### config.mk
export PLATFORM = sky130hd
export DESIGN_NAME = opc_osc_config
export DESIGN_NICKNAME = d
export VERILOG_FILES = /design/src/opc_pkg.sv /design/src/opc_osc_config.sv
export SDC_FILE = /design/constraint.sdc
export NUM_CORES = 1
export LEC_CHECK = 0
export BUFFER_PORTS_ARGS = -buffer_cell sky130_fd_sc_hd__buf_2
export CORE_MARGIN = 3
export CORE_UTILIZATION = 54
export CTS_BUF_LIST = sky130_fd_sc_hd__clkbuf_8
export DETAILED_ROUTE_END_ITERATION = 10
export PLACE_DENSITY = 0.82
export SKIP_LAST_GASP = 1
export SYNTH_ARGS = -nofsm -noshare
export SYNTH_HDL_FRONTEND = slang
export SYNTH_SLANG_ARGS = --single-unit
### constraint.sdc
create_clock -name clk_i -period 3.6 [get_ports clk_i]
set_input_delay 0.72 -clock clk_i [delete_from_list [all_inputs] [get_ports clk_i]]
set_output_delay 0.72 -clock clk_i [all_outputs]
set_load 0.02 [all_outputs]
### src/opc_pkg.sv
package opc_pkg;

  // ****************************************************************
  // Clock and timing
  // ****************************************************************
  localparam int unsigned CLK_MHZ = 100;
  // Longest gap between external clock edges before a failure is declared.
  localparam int unsigned FAIL_TIME_NS = 100000;
  localparam int unsigned FAIL_CYCLES = (FAIL_TIME_NS * CLK_MHZ + 999) / 1000;
  // A 32.768 kHz reference divided by 32 (counts 0 to this) gives the 1.024 kHz DFLL tick.
  localparam logic [4:0] REF_DIV_LAST = 5'h1f;

  // ****************************************************************
  // Register indices, byte address is four times the index
  // ****************************************************************
  localparam logic [5:0] OSC_CTRL_IDX = 6'h00;
  localparam logic [5:0] OSC_STATUS_IDX = 6'h01;
  localparam logic [5:0] EXT_OSC_CONFIG_IDX = 6'h02;
  localparam logic [5:0] EXT_OSC_FAILURE_MONITOR_IDX = 6'h03;
  localparam logic [5:0] SLOW_RC_TRIM_IDX = 6'h04;
  localparam logic [5:0] PLL_CONFIG_IDX = 6'h05;
  localparam logic [5:0] DFLL_REFERENCE_SELECT_IDX = 6'h06;
  // DFLL register sets: bits 4:3 of the index pick the set, bits 2:0 the register.
  localparam logic [1:0] DFLL_FAST_SET = 2'h1;
  localparam logic [1:0] DFLL_MID_SET = 2'h2;
  localparam logic [2:0] DFLL_ENABLE_REG_OFS = 3'h0;
  localparam logic [2:0] DFLL_TRIM_LOW_OFS = 3'h2;
  localparam logic [2:0] DFLL_TRIM_HIGH_OFS = 3'h3;
  localparam logic [2:0] TARGET_RATIO_LOW_OFS = 3'h4;
  localparam logic [2:0] TARGET_RATIO_MID_OFS = 3'h5;
  localparam logic [2:0] TARGET_RATIO_HIGH_OFS = 3'h6;

  // ****************************************************************
  // Field positions
  // ****************************************************************
  localparam int unsigned EXT_OSC_ENABLE_BIT = 3;
  localparam int unsigned EXT_OSC_READY_BIT = 3;
  localparam int unsigned BAND_LSB = 6;
  localparam int unsigned LOW_POWER_BIT = 5;
  localparam int unsigned FAIL_FLAG_BIT = 1;
  localparam int unsigned FAIL_MON_EN_BIT = 0;
  localparam int unsigned PLL_SRC_LSB = 6;
  localparam int unsigned FAST_REF_BIT = 1;
  localparam int unsigned MID_REF_BIT = 0;
  localparam int unsigned DFLL_ENABLE_BIT = 0;

  // ****************************************************************
  // Codes and reset values
  // ****************************************************************
  localparam logic [3:0] TYPE_EXT_CLOCK = 4'h0;
  localparam logic [3:0] TYPE_SLOW_CRYSTAL = 4'h2;
  localparam logic [3:0] TYPE_CRYSTAL_256 = 4'h3;
  localparam logic [3:0] TYPE_CRYSTAL_1K = 4'h7;
  localparam logic [3:0] TYPE_CRYSTAL_16K = 4'hb;
  localparam logic [15:0] STARTUP_6 = 16'h0006;
  localparam logic [15:0] STARTUP_256 = 16'h0100;
  localparam logic [15:0] STARTUP_1K = 16'h0400;
  localparam logic [15:0] STARTUP_16K = 16'h4000;
  localparam logic [6:0] CAL_LOW_MID = 7'h40;
  localparam logic [6:0] CAL_LOW_MAX = 7'h7f;
  localparam logic [23:0] FAST_RATIO_RST = 24'h007a12;
  localparam logic [23:0] MID_RATIO_RST = 24'h0007a1;
  localparam logic [1:0] PLL_SRC_RST = 2'h0;
  localparam logic [4:0] PLL_MUL_RST = 5'h00;

  typedef struct packed {
    logic [3:0] sy1;
    logic [3:0] sy2;
    logic [3:0] sy3;
    logic ack;
    logic [31:0] rdat;
    logic xosc_en;
    logic xosc_rdy;
    logic [1:0] band;
    logic lpm;
    logic [3:0] xtype;
    logic fail_flag;
    logic fdet_en;
    logic nmi;
    logic [15:0] su_cnt;
    logic [15:0] idle_cnt;
    logic [7:0] rc_trim;
    logic [1:0] pll_src;
    logic [4:0] pll_mul;
    logic [1:0] ref_sel;
    logic [1:0] dfll_en;
    logic [1:0][6:0] cal_lo;
    logic [1:0][5:0] cal_hi;
    logic [1:0][23:0] comp;
    logic [1:0][23:0] osc_cnt;
    logic [1:0][4:0] ref_div;
  } opc_state_t;

endpackage

### src/opc_osc_config.sv
`timescale 1ns/1ps
// Behaviour
// - Two-bit band field selects crystal frequency range.
// - Bit 5 selects slow crystal low power.
// - Type field selects source and start-up count.
// - Type field frozen while external clock drives system.
// - Monitor sets failure flag; writing one clears.
// - Set flag never blocks a new interrupt.
// - Enable bit arms monitor; flag raises NMI.
// - Monitor enable protected, only reset clears.
// - Slow RC trim loads factory value, writable.
// - PLL input select codes 00, 01, 10, 11.
// - Bit 1 picks fast DFLL reference.
// - Bit 0 picks mid DFLL reference.
// - Enable bit starts DFLL auto calibration.
// - Calibration always drives oscillator; write when disabled.
// - Low calibration bits reset mid, DFLL steps.
// - High calibration bits factory loaded, DFLL untouched.
// - Target ratio resets ideal, writable when disabled.
// - Target ratio bytes at offsets four to six.
// - Ready flag set once external source stable.
module opc_osc_config
  import opc_pkg::*;
#(
  parameter int unsigned FAIL_LIMIT = FAIL_CYCLES
) (
  input wire logic clk_i,
  input wire logic rst_i,
  input wire logic [7:0] adr_i,
  input wire logic [31:0] dat_i,
  input wire logic [3:0] sel_i,
  input wire logic we_i,
  input wire logic cyc_i,
  input wire logic stb_i,
  output logic [31:0] dat_o,
  output logic ack_o,
  input wire logic sys_clk_is_ext_i,
  input wire logic ccp_unlock_i,
  input wire logic ext_clk_i,
  input wire logic slow_rc_clk_i,
  input wire logic fast_rc_clk_i,
  input wire logic mid_rc_clk_i,
  input wire logic [7:0] factory_rc_trim_i,
  input wire logic [5:0] factory_fast_trim_hi_i,
  input wire logic [5:0] factory_mid_trim_hi_i,
  output logic [1:0] crystal_freq_band_o,
  output logic slow_crystal_low_power_o,
  output logic [3:0] ext_osc_type_select_o,
  output logic ext_osc_enable_o,
  output logic ext_osc_ready_o,
  output logic osc_failure_flag_o,
  output logic osc_failure_nmi_o,
  output logic [7:0] slow_rc_trim_value_o,
  output logic [1:0] pll_input_select_o,
  output logic [4:0] pll_multiplier_o,
  output logic fast_rc_reference_select_o,
  output logic mid_rc_reference_select_o,
  output logic [12:0] fast_dfll_cal_o,
  output logic [12:0] mid_dfll_cal_o
);

  opc_state_t st_reg;
  opc_state_t st_next;

  // ****************************************************************
  // Start-up length per oscillator type
  // ****************************************************************
  // Unlisted type codes take the longest count so nothing unproven is used early.
  function automatic logic [15:0] startup_len(input logic [3:0] t);
    logic [15:0] n;
    n = STARTUP_16K;
    unique case (t)
      TYPE_EXT_CLOCK: n = STARTUP_6;
      TYPE_SLOW_CRYSTAL: n = STARTUP_16K;
      TYPE_CRYSTAL_256: n = STARTUP_256;
      TYPE_CRYSTAL_1K: n = STARTUP_1K;
      TYPE_CRYSTAL_16K: n = STARTUP_16K;
      default: n = STARTUP_16K;
    endcase
    return n;
  endfunction

  // ****************************************************************
  // Next state
  // ****************************************************************
  logic req;
  logic wr;
  logic [5:0] idx;
  logic [3:0] edge_seen;
  logic fail_det;
  logic [1:0] set_sel;
  logic [2:0] ofs;
  logic ref_e;
  logic tick;
  logic [7:0] rd8;

  always_comb begin
    st_next = st_reg;
    req = cyc_i & stb_i;
    wr = req & we_i & ~st_reg.ack & sel_i[0];
    idx = adr_i[7:2];
    // Index bit 5 has no DFLL set behind it, so it must not alias onto one.
    set_sel = idx[5] ? 2'h0 : idx[4:3];
    ofs = idx[2:0];
    edge_seen = st_reg.sy2 & ~st_reg.sy3;
    fail_det = 1'b0;
    ref_e = 1'b0;
    tick = 1'b0;
    rd8 = 8'h00;

    st_next.sy1 = {mid_rc_clk_i, fast_rc_clk_i, slow_rc_clk_i, ext_clk_i};
    st_next.sy2 = st_reg.sy1;
    st_next.sy3 = st_reg.sy2;
    st_next.nmi = 1'b0;
    st_next.ack = req & ~st_reg.ack;

    // Software writes come first; hardware events below override them.
    if (wr) begin
      if (idx == OSC_CTRL_IDX) begin
        st_next.xosc_en = dat_i[EXT_OSC_ENABLE_BIT];
      end
      if (idx == EXT_OSC_CONFIG_IDX) begin
        st_next.band = dat_i[BAND_LSB +: 2];
        st_next.lpm = dat_i[LOW_POWER_BIT];
        if (!sys_clk_is_ext_i) begin
          st_next.xtype = dat_i[3:0];
        end
      end
      if (idx == EXT_OSC_FAILURE_MONITOR_IDX) begin
        if (dat_i[FAIL_FLAG_BIT]) begin
          st_next.fail_flag = 1'b0;
        end
        if (dat_i[FAIL_MON_EN_BIT] && ccp_unlock_i) begin
          st_next.fdet_en = 1'b1;
        end
      end
      if (idx == SLOW_RC_TRIM_IDX) begin
        st_next.rc_trim = dat_i[7:0];
      end
      if (idx == PLL_CONFIG_IDX) begin
        st_next.pll_src = dat_i[PLL_SRC_LSB +: 2];
        st_next.pll_mul = dat_i[4:0];
      end
      if (idx == DFLL_REFERENCE_SELECT_IDX) begin
        st_next.ref_sel = dat_i[1:0];
      end
    end

    // External source start-up: count source edges up to the type's length.
    if (!st_reg.xosc_en) begin
      st_next.su_cnt = 16'h0000;
      st_next.xosc_rdy = 1'b0;
    end else if (!st_reg.xosc_rdy && edge_seen[0]) begin
      if (st_reg.su_cnt + 16'h0001 >= startup_len(st_reg.xtype)) begin
        st_next.xosc_rdy = 1'b1;
      end else begin
        st_next.su_cnt = st_reg.su_cnt + 16'h0001;
      end
    end

    // Failure monitor: too long without a source edge while running.
    if (st_reg.fdet_en && st_reg.xosc_rdy) begin
      if (edge_seen[0]) begin
        st_next.idle_cnt = 16'h0000;
      end else if (32'(st_reg.idle_cnt) >= FAIL_LIMIT - 1) begin
        fail_det = 1'b1;
        st_next.idle_cnt = 16'h0000;
      end else begin
        st_next.idle_cnt = st_reg.idle_cnt + 16'h0001;
      end
    end else begin
      st_next.idle_cnt = 16'h0000;
    end
    // The source is shut down on failure, so only a re-enable can fail again.
    if (fail_det) begin
      st_next.fail_flag = 1'b1;
      st_next.nmi = 1'b1;
      st_next.xosc_en = 1'b0;
      st_next.xosc_rdy = 1'b0;
      st_next.su_cnt = 16'h0000;
    end

    // ****************************************************************
    // DFLLs: entry 0 is the fast oscillator, entry 1 the mid one
    // ****************************************************************
    for (int i = 0; i < 2; i++) begin
      if (wr && set_sel == (i == 0 ? DFLL_FAST_SET : DFLL_MID_SET)) begin
        if (ofs == DFLL_ENABLE_REG_OFS) begin
          st_next.dfll_en[i] = dat_i[DFLL_ENABLE_BIT];
        end
        if (!st_reg.dfll_en[i]) begin
          unique case (ofs)
            DFLL_TRIM_LOW_OFS: st_next.cal_lo[i] = dat_i[6:0];
            DFLL_TRIM_HIGH_OFS: st_next.cal_hi[i] = dat_i[5:0];
            TARGET_RATIO_LOW_OFS: st_next.comp[i][7:0] = dat_i[7:0];
            TARGET_RATIO_MID_OFS: st_next.comp[i][15:8] = dat_i[7:0];
            TARGET_RATIO_HIGH_OFS: st_next.comp[i][23:16] = dat_i[7:0];
            default: ;
          endcase
        end
      end
      ref_e = st_reg.ref_sel[i == 0 ? FAST_REF_BIT : MID_REF_BIT] ? edge_seen[0] :
              edge_seen[1];
      tick = ref_e && st_reg.ref_div[i] == REF_DIV_LAST;
      if (!st_reg.dfll_en[i]) begin
        st_next.osc_cnt[i] = 24'h000000;
        st_next.ref_div[i] = 5'h00;
      end else begin
        if (ref_e) begin
          st_next.ref_div[i] = st_reg.ref_div[i] + 5'h01;
        end
        if (tick) begin
          // A slow oscillator counts short of the target, so trim upward.
          if (st_reg.osc_cnt[i] < st_reg.comp[i] && st_reg.cal_lo[i] != CAL_LOW_MAX) begin
            st_next.cal_lo[i] = st_reg.cal_lo[i] + 7'h01;
          end else if (st_reg.osc_cnt[i] > st_reg.comp[i] && st_reg.cal_lo[i] != 7'h00) begin
            st_next.cal_lo[i] = st_reg.cal_lo[i] - 7'h01;
          end
          st_next.osc_cnt[i] = {23'h000000, edge_seen[2 + i]};
        end else if (edge_seen[2 + i] && st_reg.osc_cnt[i] != 24'hffffff) begin
          st_next.osc_cnt[i] = st_reg.osc_cnt[i] + 24'h000001;
        end
      end
    end

    // ****************************************************************
    // Read data
    // ****************************************************************
    unique case (idx)
      OSC_CTRL_IDX: rd8 = {4'h0, st_reg.xosc_en, 3'h0};
      OSC_STATUS_IDX: rd8 = {4'h0, st_reg.xosc_rdy, 3'h0};
      EXT_OSC_CONFIG_IDX: rd8 = {st_reg.band, st_reg.lpm, 1'b0, st_reg.xtype};
      EXT_OSC_FAILURE_MONITOR_IDX: rd8 = {6'h00, st_reg.fail_flag, st_reg.fdet_en};
      SLOW_RC_TRIM_IDX: rd8 = st_reg.rc_trim;
      PLL_CONFIG_IDX: rd8 = {st_reg.pll_src, 1'b0, st_reg.pll_mul};
      DFLL_REFERENCE_SELECT_IDX: rd8 = {6'h00, st_reg.ref_sel};
      default: rd8 = 8'h00;
    endcase
    for (int i = 0; i < 2; i++) begin
      if (set_sel == (i == 0 ? DFLL_FAST_SET : DFLL_MID_SET)) begin
        unique case (ofs)
          DFLL_ENABLE_REG_OFS: rd8 = {7'h00, st_reg.dfll_en[i]};
          DFLL_TRIM_LOW_OFS: rd8 = {1'b0, st_reg.cal_lo[i]};
          DFLL_TRIM_HIGH_OFS: rd8 = {2'h0, st_reg.cal_hi[i]};
          TARGET_RATIO_LOW_OFS: rd8 = st_reg.comp[i][7:0];
          TARGET_RATIO_MID_OFS: rd8 = st_reg.comp[i][15:8];
          TARGET_RATIO_HIGH_OFS: rd8 = st_reg.comp[i][23:16];
          default: rd8 = 8'h00;
        endcase
      end
    end
    st_next.rdat = (req & ~st_reg.ack & ~we_i) ? {24'h000000, rd8} : 32'h00000000;
  end

  // ****************************************************************
  // State register
  // ****************************************************************
  always_ff @(posedge clk_i) begin
    if (rst_i) begin
      st_reg <= '0;
      st_reg.rc_trim <= factory_rc_trim_i;
      st_reg.cal_lo <= {CAL_LOW_MID, CAL_LOW_MID};
      st_reg.cal_hi <= {factory_mid_trim_hi_i, factory_fast_trim_hi_i};
      st_reg.comp <= {MID_RATIO_RST, FAST_RATIO_RST};
      st_reg.pll_src <= PLL_SRC_RST;
      st_reg.pll_mul <= PLL_MUL_RST;
      // Keep the synchronisers running so a pin left high gives no false edge on release.
      st_reg.sy1 <= {mid_rc_clk_i, fast_rc_clk_i, slow_rc_clk_i, ext_clk_i};
      st_reg.sy2 <= st_reg.sy1;
      st_reg.sy3 <= st_reg.sy2;
    end else begin
      st_reg <= st_next;
    end
  end

  assign dat_o = st_reg.rdat;
  assign ack_o = st_reg.ack;
  assign crystal_freq_band_o = st_reg.band;
  assign slow_crystal_low_power_o = st_reg.lpm;
  assign ext_osc_type_select_o = st_reg.xtype;
  assign ext_osc_enable_o = st_reg.xosc_en;
  assign ext_osc_ready_o = st_reg.xosc_rdy;
  assign osc_failure_flag_o = st_reg.fail_flag;
  assign osc_failure_nmi_o = st_reg.nmi;
  assign slow_rc_trim_value_o = st_reg.rc_trim;
  assign pll_input_select_o = st_reg.pll_src;
  assign pll_multiplier_o = st_reg.pll_mul;
  assign fast_rc_reference_select_o = st_reg.ref_sel[FAST_REF_BIT];
  assign mid_rc_reference_select_o = st_reg.ref_sel[MID_REF_BIT];
  assign fast_dfll_cal_o = {st_reg.cal_hi[0], st_reg.cal_lo[0]};
  assign mid_dfll_cal_o = {st_reg.cal_hi[1], st_reg.cal_lo[1]};

  logic wr_cfg;
  assign wr_cfg = cyc_i & stb_i & we_i & ~ack_o & sel_i[0] & adr_i[7:2] == EXT_OSC_CONFIG_IDX;

  // Write strobe of the failure monitor register.
  logic wr_fail;
  assign wr_fail = wr && idx == EXT_OSC_FAILURE_MONITOR_IDX;
endmodule

# Yosys cells after proc, flatten, opt, wreduce, memory -nomap -nowiden
# Cells that the tools add are included.
[totals]
ff_bits = 240
in_bits = 75
output_inout_bits = 87
wordCells = 222
[classes]
add_sub_neg = 10
magnitude_cmp = 6
eq_ne = 23
muxes = 71
n_bitwise = 17
reduce_logical = 57
[ops]
columns = ["cell", "n"]
rows = [
  ["$mux W24", 10],
  ["$mux W151", 1],
  ["$mux W7", 15],
  ["$pmux W8 S6", 2],
  ["$mux W16", 5],
  ["$mux W8", 9],
  ["$pmux W8 S7", 1],
  ["$add A24 B1 Y24 const B", 2],
  ["$gt A24 B24 Y1", 2],
  ["$lt A24 B24 Y1", 2],
  ["$ne A24 B24 Y1 const B", 2],
  ["$pmux W15 S3", 1],
  ["$mux W17", 2],
  ["$reduce_and A3 Y1", 11],
  ["$add A16 B1 Y16 const B", 2],
  ["$mux W6", 5],
  ["$mux W5", 4],
  ["$reduce_bool A2 Y1", 10],
  ["$eq A6 B3 Y1 const B", 3],
  ["$reduce_and A2 Y1", 9],
  ["$ge A16 B14 Y1 const B", 1],
  ["$ge A16 B16 Y1", 1],
  ["$add A7 B1 Y7 const B", 2],
  ["$ne A7 B7 Y1 const B", 2],
  ["27 further kinds", 80],
]

# Logic depth before layout (Yosys ltp)
# Gate-level depths: netlist of the first run.
[logic_depth]
word_depth = 11
depth_mapped = 14

# Worst setup path before layout of the first run
# OpenSTA, ideal clock, no wires.
[synth_path]
path_type = "flip-flop to flip-flop"
from = "register st_reg[167] (netlist bit)"
to = "register st_reg[173] (netlist bit)"
setup_ns = 0.128
t_arrival_ns = 3.290
setup_slack_ns = 0.182
path_stages_with_launch = 15
path_buffers = 1
synth_period_minus_slack_ns = 3.418
path_cell_list = "dfxtp_1 > ha_1 > nand3_1 > nor4_1 > nand3_1 > xnor2_1 > ha_1 > nand3_1 > or3_1 > a41oi_1 > a2111oi_2 > clkbuf_1 > nand4_1 > xnor2_1 > nor2_1"
[synth_between]
elab_chain_len = 4
[synth_rtl]
columns = ["element", "line", "source"]
rows = [
  ["start: declaration", "opc_osc_config.sv:62", "opc_state_t st_reg;"],
  ["start signal: assignment", "opc_osc_config.sv:272", "st_reg <= st_next;"],
  ["$add A16 B1 Y16 *", "opc_osc_config.sv:154, opc_osc_config.sv:157", ""],
  ["$ge A16 B16 Y1", "opc_osc_config.sv:154", "if (st_reg.su_cnt + 16'h0001 >= startup_len(st_reg.xtype)) begin"],
  ["$not A1 Y1 (no line)", "n/a", ""],
  ["$reduce_and A2 Y1 (no line)", "n/a", ""],
]
# Mark *: on every way between the ends. The rest lies on a longest branch, timed or not.
# A chain may end at the register's enable or synchronous reset.

# Worst setup path in the final report of the first run
[layout_path]
from = "register st_reg[168] (netlist bit)"
to = "register st_reg[178] (netlist bit)"
# The elaborated chain is that of the path after synthesis.

==> results.toml, run 1 <==
[yosys]
yosysMostFrequentCell = "dfxtp_1"
yosysTopAreaCellShare = 0.323
syn_inst = 1423
synth_edf_count = 20
synth_area_um2 = 12100
synth_flop_cell = "dfxtp_1"
yosysWarnings = 0
synth_cell_types = 74
ys_top_cells_by_area = "dfxtp_1 (32%), ha_1 (6.9%), mux2i_1 (6.2%)"
synthArstFlopShare = 0
seq_area_frac_synth = 0.373
synth_top_area_cell = "dfxtp_1"
yosys-top-cells-count = "dfxtp_1 (196), nor2_1 (191), nand2_1 (133), buf_4 (79)"
ys_ff_latch = 216
post_synth.cell_area_avg_um2 = 8.53

[worst_setup_path]
path_common_cell = "nand3_1"
crit_arrival_ns = 3.72
cp.required_ns = 4.00
crit_path_cell_trace = "ha_1 -> nand3_1 -> nor4_4 -> nand3_1 -> xnor2_1 -> ha_1 -> nand3_1 -> or3_1 -> a41oi_1 -> a2111oi_4 -> buf_4 -> nand3_1 -> xor2_1 -> nor2_1"
cp_top_family = "simple AND/OR/NAND/NOR gates"
cp_max_fo = 11
timing.critical_path.buf_inv = 1
worstSetupPathType = "register to register"
end_kind = "register"
start_kind = "register"
cp_slowest_cell = "dfxtp_1"
crit_path_max_incr_delay_ns = 0.41

[die]
dieArea_um2 = 24300
core_um2 = 22000
initial_utilization = 0.553
num_rows = 54
die_x_um = 156
die_y_um = 156
io_pins = 162

[final_layout]
fin_util = 0.611
fillers = 1858
largest_register_ffs = 145
final_nets = 1626
areaGrowthSynthToFinish_pct = 10.6
layout-drive-gt1-share = 0.146

[routing]
dr.pass1.iters = 6
num_vias = 10600
routed_wirelength_mm = 32.6
postRouteAntennaNets = 0
drc = 0
drtIter0Drc = 1089
routed_via_density = 5.90
wire_per_inst_um = 18.2

[cts]
clkLatencyLatePin_ns = 0.54
clk_root_buffer_cell = "clkbuf_8"
cts_tree = "yes"
cts_buffers = 37
cts.sinks = 216
cts_max_level = 2
clk_path_buf_depth = 3
clk_pin_slew_ns = 0.07

[global_routing]
grt_max_degree = 84
antenna_found_initial = 3
grt_overflow = 0
grt_usage = 0.260
grt_pass1_vias = 9848
grt_pass1_wl_mm = 51.4

[timing]
setup_viol_count_final = 0
max_freq_mhz = 302
finalHoldViolations = 0
setup-tns-final_ns = 0
period_minus_slack_ns = 3.31
holdWs_ns = 0.280
final.setup_skew_ns = 0.0370
max-slew-margin-rel = 0.385
rsz0062_at_grt = "false"
maxSlewViolCount = 0
worst_pin_slew_ns = 0.920
period_share = 0.920

[power_and_ir_drop]
p_leak_nw = 5.22
vdd_drop_max_mv = 0.285
power_frac_comb = 0.057
p_int_mw = 4.06
power_frac_seq = 0.468
p_sw_mw = 1.27
p_per_area_nw_per_um2 = 397
switching_share = 0.238
pwr-share-clk = 0.476

[placement]
io_buffers = 108
dp_hpwl_mm = 23.4
globalplace.congestion = 0.945

[outcome]
outcome = "complete, no violations"

[min_path]
hp-class = "input pin to register"

[flow_run]
maxCapViolCount = 0
timing repair:
action / CTS / global route
resized for setup: 0 / 5
endpoints found under the setup margin: 0 / 17
setup buffers: 0 / 0
hold buffers: 0 / 0
worst register-to-register path, cell delays in order (launching register included):
cell,delay [ns]
dfxtp_1,0.41
ha_1,0.19
nand3_1,0.18
nor4_4,0.36
nand3_1,0.18
xnor2_1,0.16
ha_1,0.34
nand3_1,0.11
or3_1,0.31
a41oi_1,0.29
a2111oi_4,0.11
buf_4,0.21
nand3_1,0.11
xor2_1,0.16
nor2_1,0.06
final cells by class:
class / count / area [um^2] / share of cell area
tap: 280 / 350 / 0.0261
clock buffer: 49 / 674 / 0.0502
antenna: 3 / 7.51 / 0.000559
multi-input combinational: 1019 / 6650 / 0.495
sequential: 216 / 4530 / 0.337
clock inverter: 17 / 183 / 0.0136
inverter: 75 / 282 / 0.0210
timing repair buffer: 135 / 756 / 0.0563
final timing paths:
path | from | endpoint | slack, ns | cells after the start
max reg2reg | st_reg[168] | st_reg[178] | 0.29 | 14
max | st_reg[168] | st_reg[178] | 0.29 | 14
min | fast_rc_clk_i | st_next[234] | 0.28 | 1
min reg2reg | st_next[235] | st_next[231] | 0.32 | 0
power by group through the flow:
stage | Sequential, mW | Combinational, mW | Clock [mW]
detailed placement | 2.54 | 0.293 | 0
floorplan | 2.53 | 0.233 | 0
CTS | 2.49 | 0.294 | 2.56
finish | 2.49 | 0.301 | 2.53
global placement | 2.54 | 0.289 | 0
global route | 2.49 | 0.320 | 2.66
cell usage in the layout, fill, tap and decap left out, types with 5 or more instances in the layout:
master	instances
mux2_2	8
dfxtp_1	195
nand3_1	59
nor2b_1	11
and3_1	22
a21oi_1	49
a31oi_1	13
a211o_1	6
nor4_1	10
nand4_1	30
a211oi_1	13
clkbuf_8	49
a22oi_1	20
buf_2	108
o21ai_0	39
nor2_1	191
conb_1	26
nor3_1	18
and4_1	9
ha_1	67
mux2i_1	75
inv_1	84
edfxtp_1	20
nand2_1	133
a41oi_1	5
nand2b_1	9
xor2_1	46
buf_4	26
xnor2_1	28
nand3b_1	5
o211ai_1	16
or3_1	22
a221oi_1	14
routing by layer:
layer  vias to the layer above  wire, um  GRT usage
met1                      4976     13500      0.345
met4                         0      1110      0.108
li1                       5048         -          -
met2                       468     15100      0.419
met5                         -         0          0
met3                        84      2790     0.0466
metrics by stage:
| step | instance area (um^2) | total power, mW | instances | setup WS [ns] |
|---|---|---|---|---|
| after global routing | 13400 | 5.47 | 1794 | 0.00215 |
| after floorplan | 12200 | 2.76 | 1448 | 0.182 |
| after global placement | 12500 | 2.83 | 1725 | 0.214 |
| after detailed placement | 12500 | 2.83 | 1725 | 0.171 |
| final | 13400 | 5.33 | 1794 | 0.287 |
| after CTS | 13400 | 5.35 | 1791 | 0.166 |
logic make-up (layout without fill, tap and decap cells):
kind of cell	Yosys count	count (layout)	share of synthesized area
adders and majority gates	67	67	0.0691
DFF	216	216	0.373
and+or+nand+nor	542	542	0.211
xor gates and xnor gates	74	74	0.0534
other	1	29	0.000309
buffers and inverters	213	276	0.0909
AOI/OAI and AO/OA	223	223	0.127
muxes	87	87	0.0761
No activity file was read; power rests on OpenSTA's default activity.
==> run 2: changes to the inputs <==
--- a/config.mk
+++ b/config.mk
@@ -6,6 +6,7 @@
 export NUM_CORES = 1
 export LEC_CHECK = 0
 export BUFFER_PORTS_ARGS = -buffer_cell sky130_fd_sc_hd__buf_2
+export CORE_ASPECT_RATIO = 0.75
 export CORE_MARGIN = 3
 export CORE_UTILIZATION = 54
 export CTS_BUF_LIST = sky130_fd_sc_hd__clkbuf_8
==> results.toml, run 2 (synthesis results as in run 1) <==
[outcome]
outcome = "complete, no violations"

[routing]
wire_per_inst_um = 18.7
routed_wirelength_mm = 33.4
drtIter0Drc = 1384
num_vias = 10800
routed_via_density = 6.05
postRouteAntennaNets = 0
drc = 0
dr.pass1.iters = 6

[die]
die_y_um = 136
io_pins = 162
die_x_um = 179
num_rows = 46
dieArea_um2 = 24300
core_um2 = 21600
initial_utilization = 0.562

[worst_setup_path]
worstSetupPathType = "register to register"
r2r_setup_slack_ns = 0.27
reg2reg_from = "st_reg[81]"
crit_path_cell_trace = "inv_1 -> ha_1 -> nand4_1 -> nor4_1 -> o311ai_1 -> and3_1 -> o21ai_1 -> o211ai_1 -> a31oi_1"
crit_arrival_ns = 3.74
rr_endpoint = "fast_dfll_cal_o[2]"
timing.critical_path.buf_inv = 1
worstSetupEndpoint = "fast_dfll_cal_o[2]"
end_kind = "register"
worstSetupPathDepth = 9
cp_max_fo = 11
cp_top_family = "compound AO/OA/AOI/OAI gates"
cp_slowest_cell = "o21ai_1"
crit_start = "st_reg[81]"
crit_path_max_incr_delay_ns = 0.65
cp.required_ns = 4.02
r2r_cells = 9
start_kind = "register"

[timing]
holdWs_ns = 0.323
max-slew-margin-rel = 0.370
finalHoldViolations = 0
maxSlewViolCount = 0
max_freq_mhz = 300
rsz0062_at_grt = "false"
period_minus_slack_ns = 3.33
setup_viol_count_final = 0
final.setup_skew_ns = 0.0158
worst_pin_slew_ns = 0.919
setup-tns-final_ns = 0
period_share = 0.925

[final_layout]
layout_commonest_cell = "dfxtp_1"
layout-drive-gt1-share = 0.136
fin_util = 0.607
layout_common_cells = "dfxtp_1 (195), nor2_1 (191), nand2_1 (133)"
fin_area_um2 = 13100
areaGrowthSynthToFinish_pct = 8.01
final_nets = 1623
largest_register_ffs = 145

[placement]
globalplace.congestion = 0.979
dpl_cell_area_um2 = 12500
io_buffers = 108
dp_hpwl_mm = 24.6

[power_and_ir_drop]
p_per_area_nw_per_um2 = 358
power_frac_seq = 0.532
p_sw_mw = 1.21
p_leak_nw = 5.08
p_int_mw = 3.48
switching_share = 0.258
pwr-share-clk = 0.404
p_total_mw = 4.69
power_frac_comb = 0.065
vdd_drop_max_mv = 0.300

[cts]
post_cts_buffers = 0
clk_root_buffer_cell = "clkbuf_8"
clkLatencyLatePin_ns = 0.51
clk_path_buf_depth = 3
cts_resized = 0
clk_pin_slew_ns = 0.07
hold_buffers = 0
cts_tree = "yes"
cts.sinks = 216
cts_buffers = 34
cts_max_level = 2

[global_routing]
antenna_found_initial = 1
grt_pass1_vias = 9912
grt_overflow = 0
grt_usage = 0.265
grt_pass1_wl_mm = 51.9
grt_max_degree = 60

[flow_run]
maxCapViolCount = 0

[min_path]
hp-class = "input pin to register"
-- run 2: layer usage --
metal / track usage / wire length (um)
met3: 0.0690 / 4020
met1: 0.380 / 14200
met2: 0.397 / 14300
met4: 0.0730 / 901
met5: 0 / 0
-- run 2: final cells by class --
cell class                 count  area (um^2)
clock inverter                16         68.8
fill                        1810         8470
clock buffer                  37          509
tap                          288          360
antenna                        1         2.50
multi-input combinational   1019         6620
sequential                   216         4530
inverter                      75          282
timing repair buffer         135          743
-- run 2: worst register-to-register path: cells and delay by family (launching register included) --
kind | cells | cell delay (ns)
AOI/OAI and AO/OA | 4 | 1.41
adders and majority gates | 1 | 0.28
buffers and inverters | 1 | 0.09
DFF | 1 | 0.37
and+or+nand+nor | 3 | 1.10
-- run 2: power groups by stage --
stage	Combinational, mW	Sequential [mW]	Clock, mW
floorplan	0.233	2.53	0
global placement	0.287	2.54	0
detailed placement	0.293	2.54	0
CTS	0.294	2.49	1.91
global route	0.322	2.49	2.00
finish	0.304	2.49	1.89
-- run 2: worst min-delay path by stage --
| stage | depth (start not counted) | end | start | slack, ns |
|---|---|---|---|---|
| 2_1_floorplan | 0 | st_next[228] | st_next[232] | 0.31 |
| 3_3_place_gp | 0 | st_next[231] | st_next[235] | 0.31 |
| 3_5_place_dp | 0 | st_next[230] | st_next[234] | 0.31 |
| 4_1_cts | 1 | st_next[235] | mid_rc_clk_i | 0.30 |
| 5_1_grt | 1 | st_next[232] | ext_clk_i | 0.30 |
| 6_report | 1 | st_next[235] | mid_rc_clk_i | 0.32 |
-- run 2: through the flow --
step | cells | setup WS [ns]
finish | 1787 | 0.271
detailed placement | 1733 | 0.133
floorplan | 1448 | 0.182
global route | 1787 | 0.0247
global placement | 1733 | 0.232
CTS | 1786 | 0.0497
==> run 3: changes to the inputs <==
--- a/config.mk
+++ b/config.mk
@@ -5,14 +5,16 @@
 export SDC_FILE = /design/constraint.sdc
 export NUM_CORES = 1
 export LEC_CHECK = 0
+export ABC_AREA = 1
 export BUFFER_PORTS_ARGS = -buffer_cell sky130_fd_sc_hd__buf_2
 export CORE_ASPECT_RATIO = 0.75
 export CORE_MARGIN = 3
-export CORE_UTILIZATION = 54
+export CORE_UTILIZATION = 55
 export CTS_BUF_LIST = sky130_fd_sc_hd__clkbuf_8
 export DETAILED_ROUTE_END_ITERATION = 10
-export PLACE_DENSITY = 0.82
+export PLACE_DENSITY = 0.83
 export SKIP_LAST_GASP = 1
 export SYNTH_ARGS = -nofsm -noshare
 export SYNTH_HDL_FRONTEND = slang
 export SYNTH_SLANG_ARGS = --single-unit
+export TNS_END_PERCENT = 10
==> results.toml, run 3 <==
[yosys]
syn_inst = 1801
synthArstFlopShare = 0
seq_area_frac_synth = 0.358
synth_area_um2 = 12600
yosysTopAreaCellShare = 0.310
ys_top_cells_by_area = "dfxtp_1 (31%), nand2_1 (11%), inv_1 (7.0%)"
synth_flop_cell = "dfxtp_1"
yosysWarnings = 0
synth_top_area_cell = "dfxtp_1"
synth_cell_types = 48
post_synth.cell_area_avg_um2 = 7.02
yosysMostFrequentCell = "nand2_1"
ys_ff_latch = 216
yosys-top-cells-count = "nand2_1 (386), inv_1 (235), dfxtp_1 (196), nor2_1 (167), o21ai_0 (143)"
synth_edf_count = 20

[outcome]
outcome = "complete, no violations"

[timing]
setup_viol_count_final = 0
max_freq_mhz = 340
final.setup_skew_ns = 0.0317
period_share = 0.816
maxSlewViolCount = 0
rsz0062_at_grt = "false"
period_minus_slack_ns = 2.94
setup-tns-final_ns = 0
worst_pin_slew_ns = 0.747
finalHoldViolations = 0
worst_slack_ns = 0.662
max-slew-margin-rel = 0.498

[die]
core_um2 = 22300
initial_utilization = 0.566
num_rows = 47
dieArea_um2 = 24900
die_x_um = 181
io_pins = 162
die_y_um = 137

[worst_setup_path]
cp_slowest_cell = "dfxtp_1"
crit_arrival_ns = 3.40
timing.critical_path.buf_inv = 0
cp.required_ns = 4.06
worstSetupPathType = "register to register"
start_kind = "register"
path_common_cell = "nand2_1"
cp_top_family = "simple AND/OR/NAND/NOR gates"
rr_endpoint = "st_reg[176]"
crit_start = "st_reg[167]"
crit_path_cell_trace = "ha_1 -> nand2_1 -> nor2_2 -> nand2_2 -> nor2_4 -> nand4_1 -> nor3_1 -> xor2_1 -> ha_1 -> a21oi_4 -> nand3_4 -> nand2_1 -> nand2_1 -> nor2_1"
r2r_cells = 14
end_kind = "register"
reg2reg_from = "st_reg[167]"
cp_max_fo = 26
r2r_setup_slack_ns = 0.66
crit_path_max_incr_delay_ns = 0.39

[placement]
place_ws_ns = 0.715
globalplace.congestion = 0.967
io_buffers = 108
dp_hpwl_mm = 26.6

[cts]
clk_pin_slew_ns = 0.06
cts_tree = "yes"
clkLatencyLatePin_ns = 0.55
clk_path_buf_depth = 3
clk_root_buffer_cell = "clkbuf_8"
hold_buffers = 0
cts.sinks = 216
cts_buffers = 36
cts_resized = 0
cts_max_level = 2
post_cts_buffers = 0

[flow_run]
maxCapViolCount = 0

[min_path]
holdPathEnd = "st_next[232]"
min_from = "ext_clk_i"
hp-class = "input pin to register"
whs_path_depth = 1

[routing]
wire_per_inst_um = 16.3
routed_wirelength_mm = 35.5
dr.pass1.iters = 5
routed_via_density = 5.55
drc = 0
drtIter0Drc = 1535
postRouteAntennaNets = 0
num_vias = 12100

[final_layout]
layout-drive-gt1-share = 0.105
largest_register_ffs = 145
layout_commonest_cell = "nand2_1"
n_antenna_cell = 0
areaGrowthSynthToFinish_pct = 7.65
layout_common_cells = "nand2_1 (386), inv_1 (246), dfxtp_1 (196)"
final_nets = 1999

[power_and_ir_drop]
p_leak_nw = 6.02
p_per_area_nw_per_um2 = 357
vdd_drop_max_mv = 0.388
p_total_mw = 4.85

[global_routing]
grt_max_degree = 47
grt_pass1_wl_mm = 55.1
grt_pass1_vias = 10900
antenna_found_initial = 0
grt_usage = 0.273
grt_overflow = 0
[run 3: cell count changes after synthesis, moves of 15 or more]
| cell | before | now |
|---|---|---|
| a21oi_1 | 49 | 140 |
| a22oi_1 | 20 | 2 |
| and3_1 | 22 | 1 |
| clkbuf_1 | 48 | 33 |
| inv_1 | 75 | 235 |
| mux2i_1 | 75 | 0 |
| nand2_1 | 133 | 386 |
| nand3_1 | 59 | 80 |
| nand4_1 | 30 | 46 |
| nor2_1 | 191 | 167 |
| nor3_1 | 18 | 33 |
| o21ai_0 | 39 | 143 |
| or3_1 | 22 | 0 |
| xnor2_1 | 28 | 10 |
[run 3: report_power, final]
group	internal, mW	switching, mW
combinational	0.0713	0.210
sequential	2.46	0.0240
clock	1.06	1.03
[run 3: through the flow]
stage | hold slack, ns | instance area [um^2] | std cells | util
after detailed placement | 0.314 | 12900 | 2113 | 0.579
after global routing | 0.258 | 13600 | 2177 | 0.609
final | 0.271 | 13600 | 2177 | 0.609
after global placement | 0.313 | 12900 | 2113 | 0.579
after floorplan | 0.310 | 12700 | 1826 | -
after CTS | 0.254 | 13600 | 2177 | 0.609
[run 3: how the worst max path moves through the flow]
stage                        to  slack, ns  cells past startpoint
global route        st_reg[176]       0.36                     16
finish              st_reg[176]       0.66                     14
floorplan           st_reg[181]       1.09                     16
detailed placement  st_reg[176]       0.71                     16
CTS                 st_reg[176]       0.69                     16
global placement    st_reg[181]       0.77                     13
[run 3: final cells by class]
class | count | area [um^2]
inverters | 238 | 893
multi-input cells | 1242 | 6500
fillers | 2081 | 8740
repair buffers | 123 | 653
flip-flops and latches | 216 | 4520
well taps | 294 | 368
clock inverters | 22 | 95.1
clock buffers | 42 | 578
[run 3: kinds of logic (layout without fill, tap and decap cells)]
| kind of cell | Yosys count | after routing | synth area share |
|---|---|---|---|
| xor+xnor | 47 | 47 | 0.0326 |
| buf+inv | 368 | 425 | 0.136 |
| fa+ha+maj | 67 | 67 | 0.0663 |
| simple gates | 759 | 759 | 0.260 |
| flops | 216 | 216 | 0.358 |
| other cells | 1 | 26 | 0.000297 |
| compound gates | 343 | 343 | 0.148 |
[run 3: routing by layer]
layer / wire (um) / GRT usage / share of wire
met2: 15100 / 0.420 / 0.43
met5: 0 / 0 / 0
met3: 3500 / 0.0673 / 0.098
met1: 15300 / 0.366 / 0.43
met4: 1600 / 0.126 / 0.045
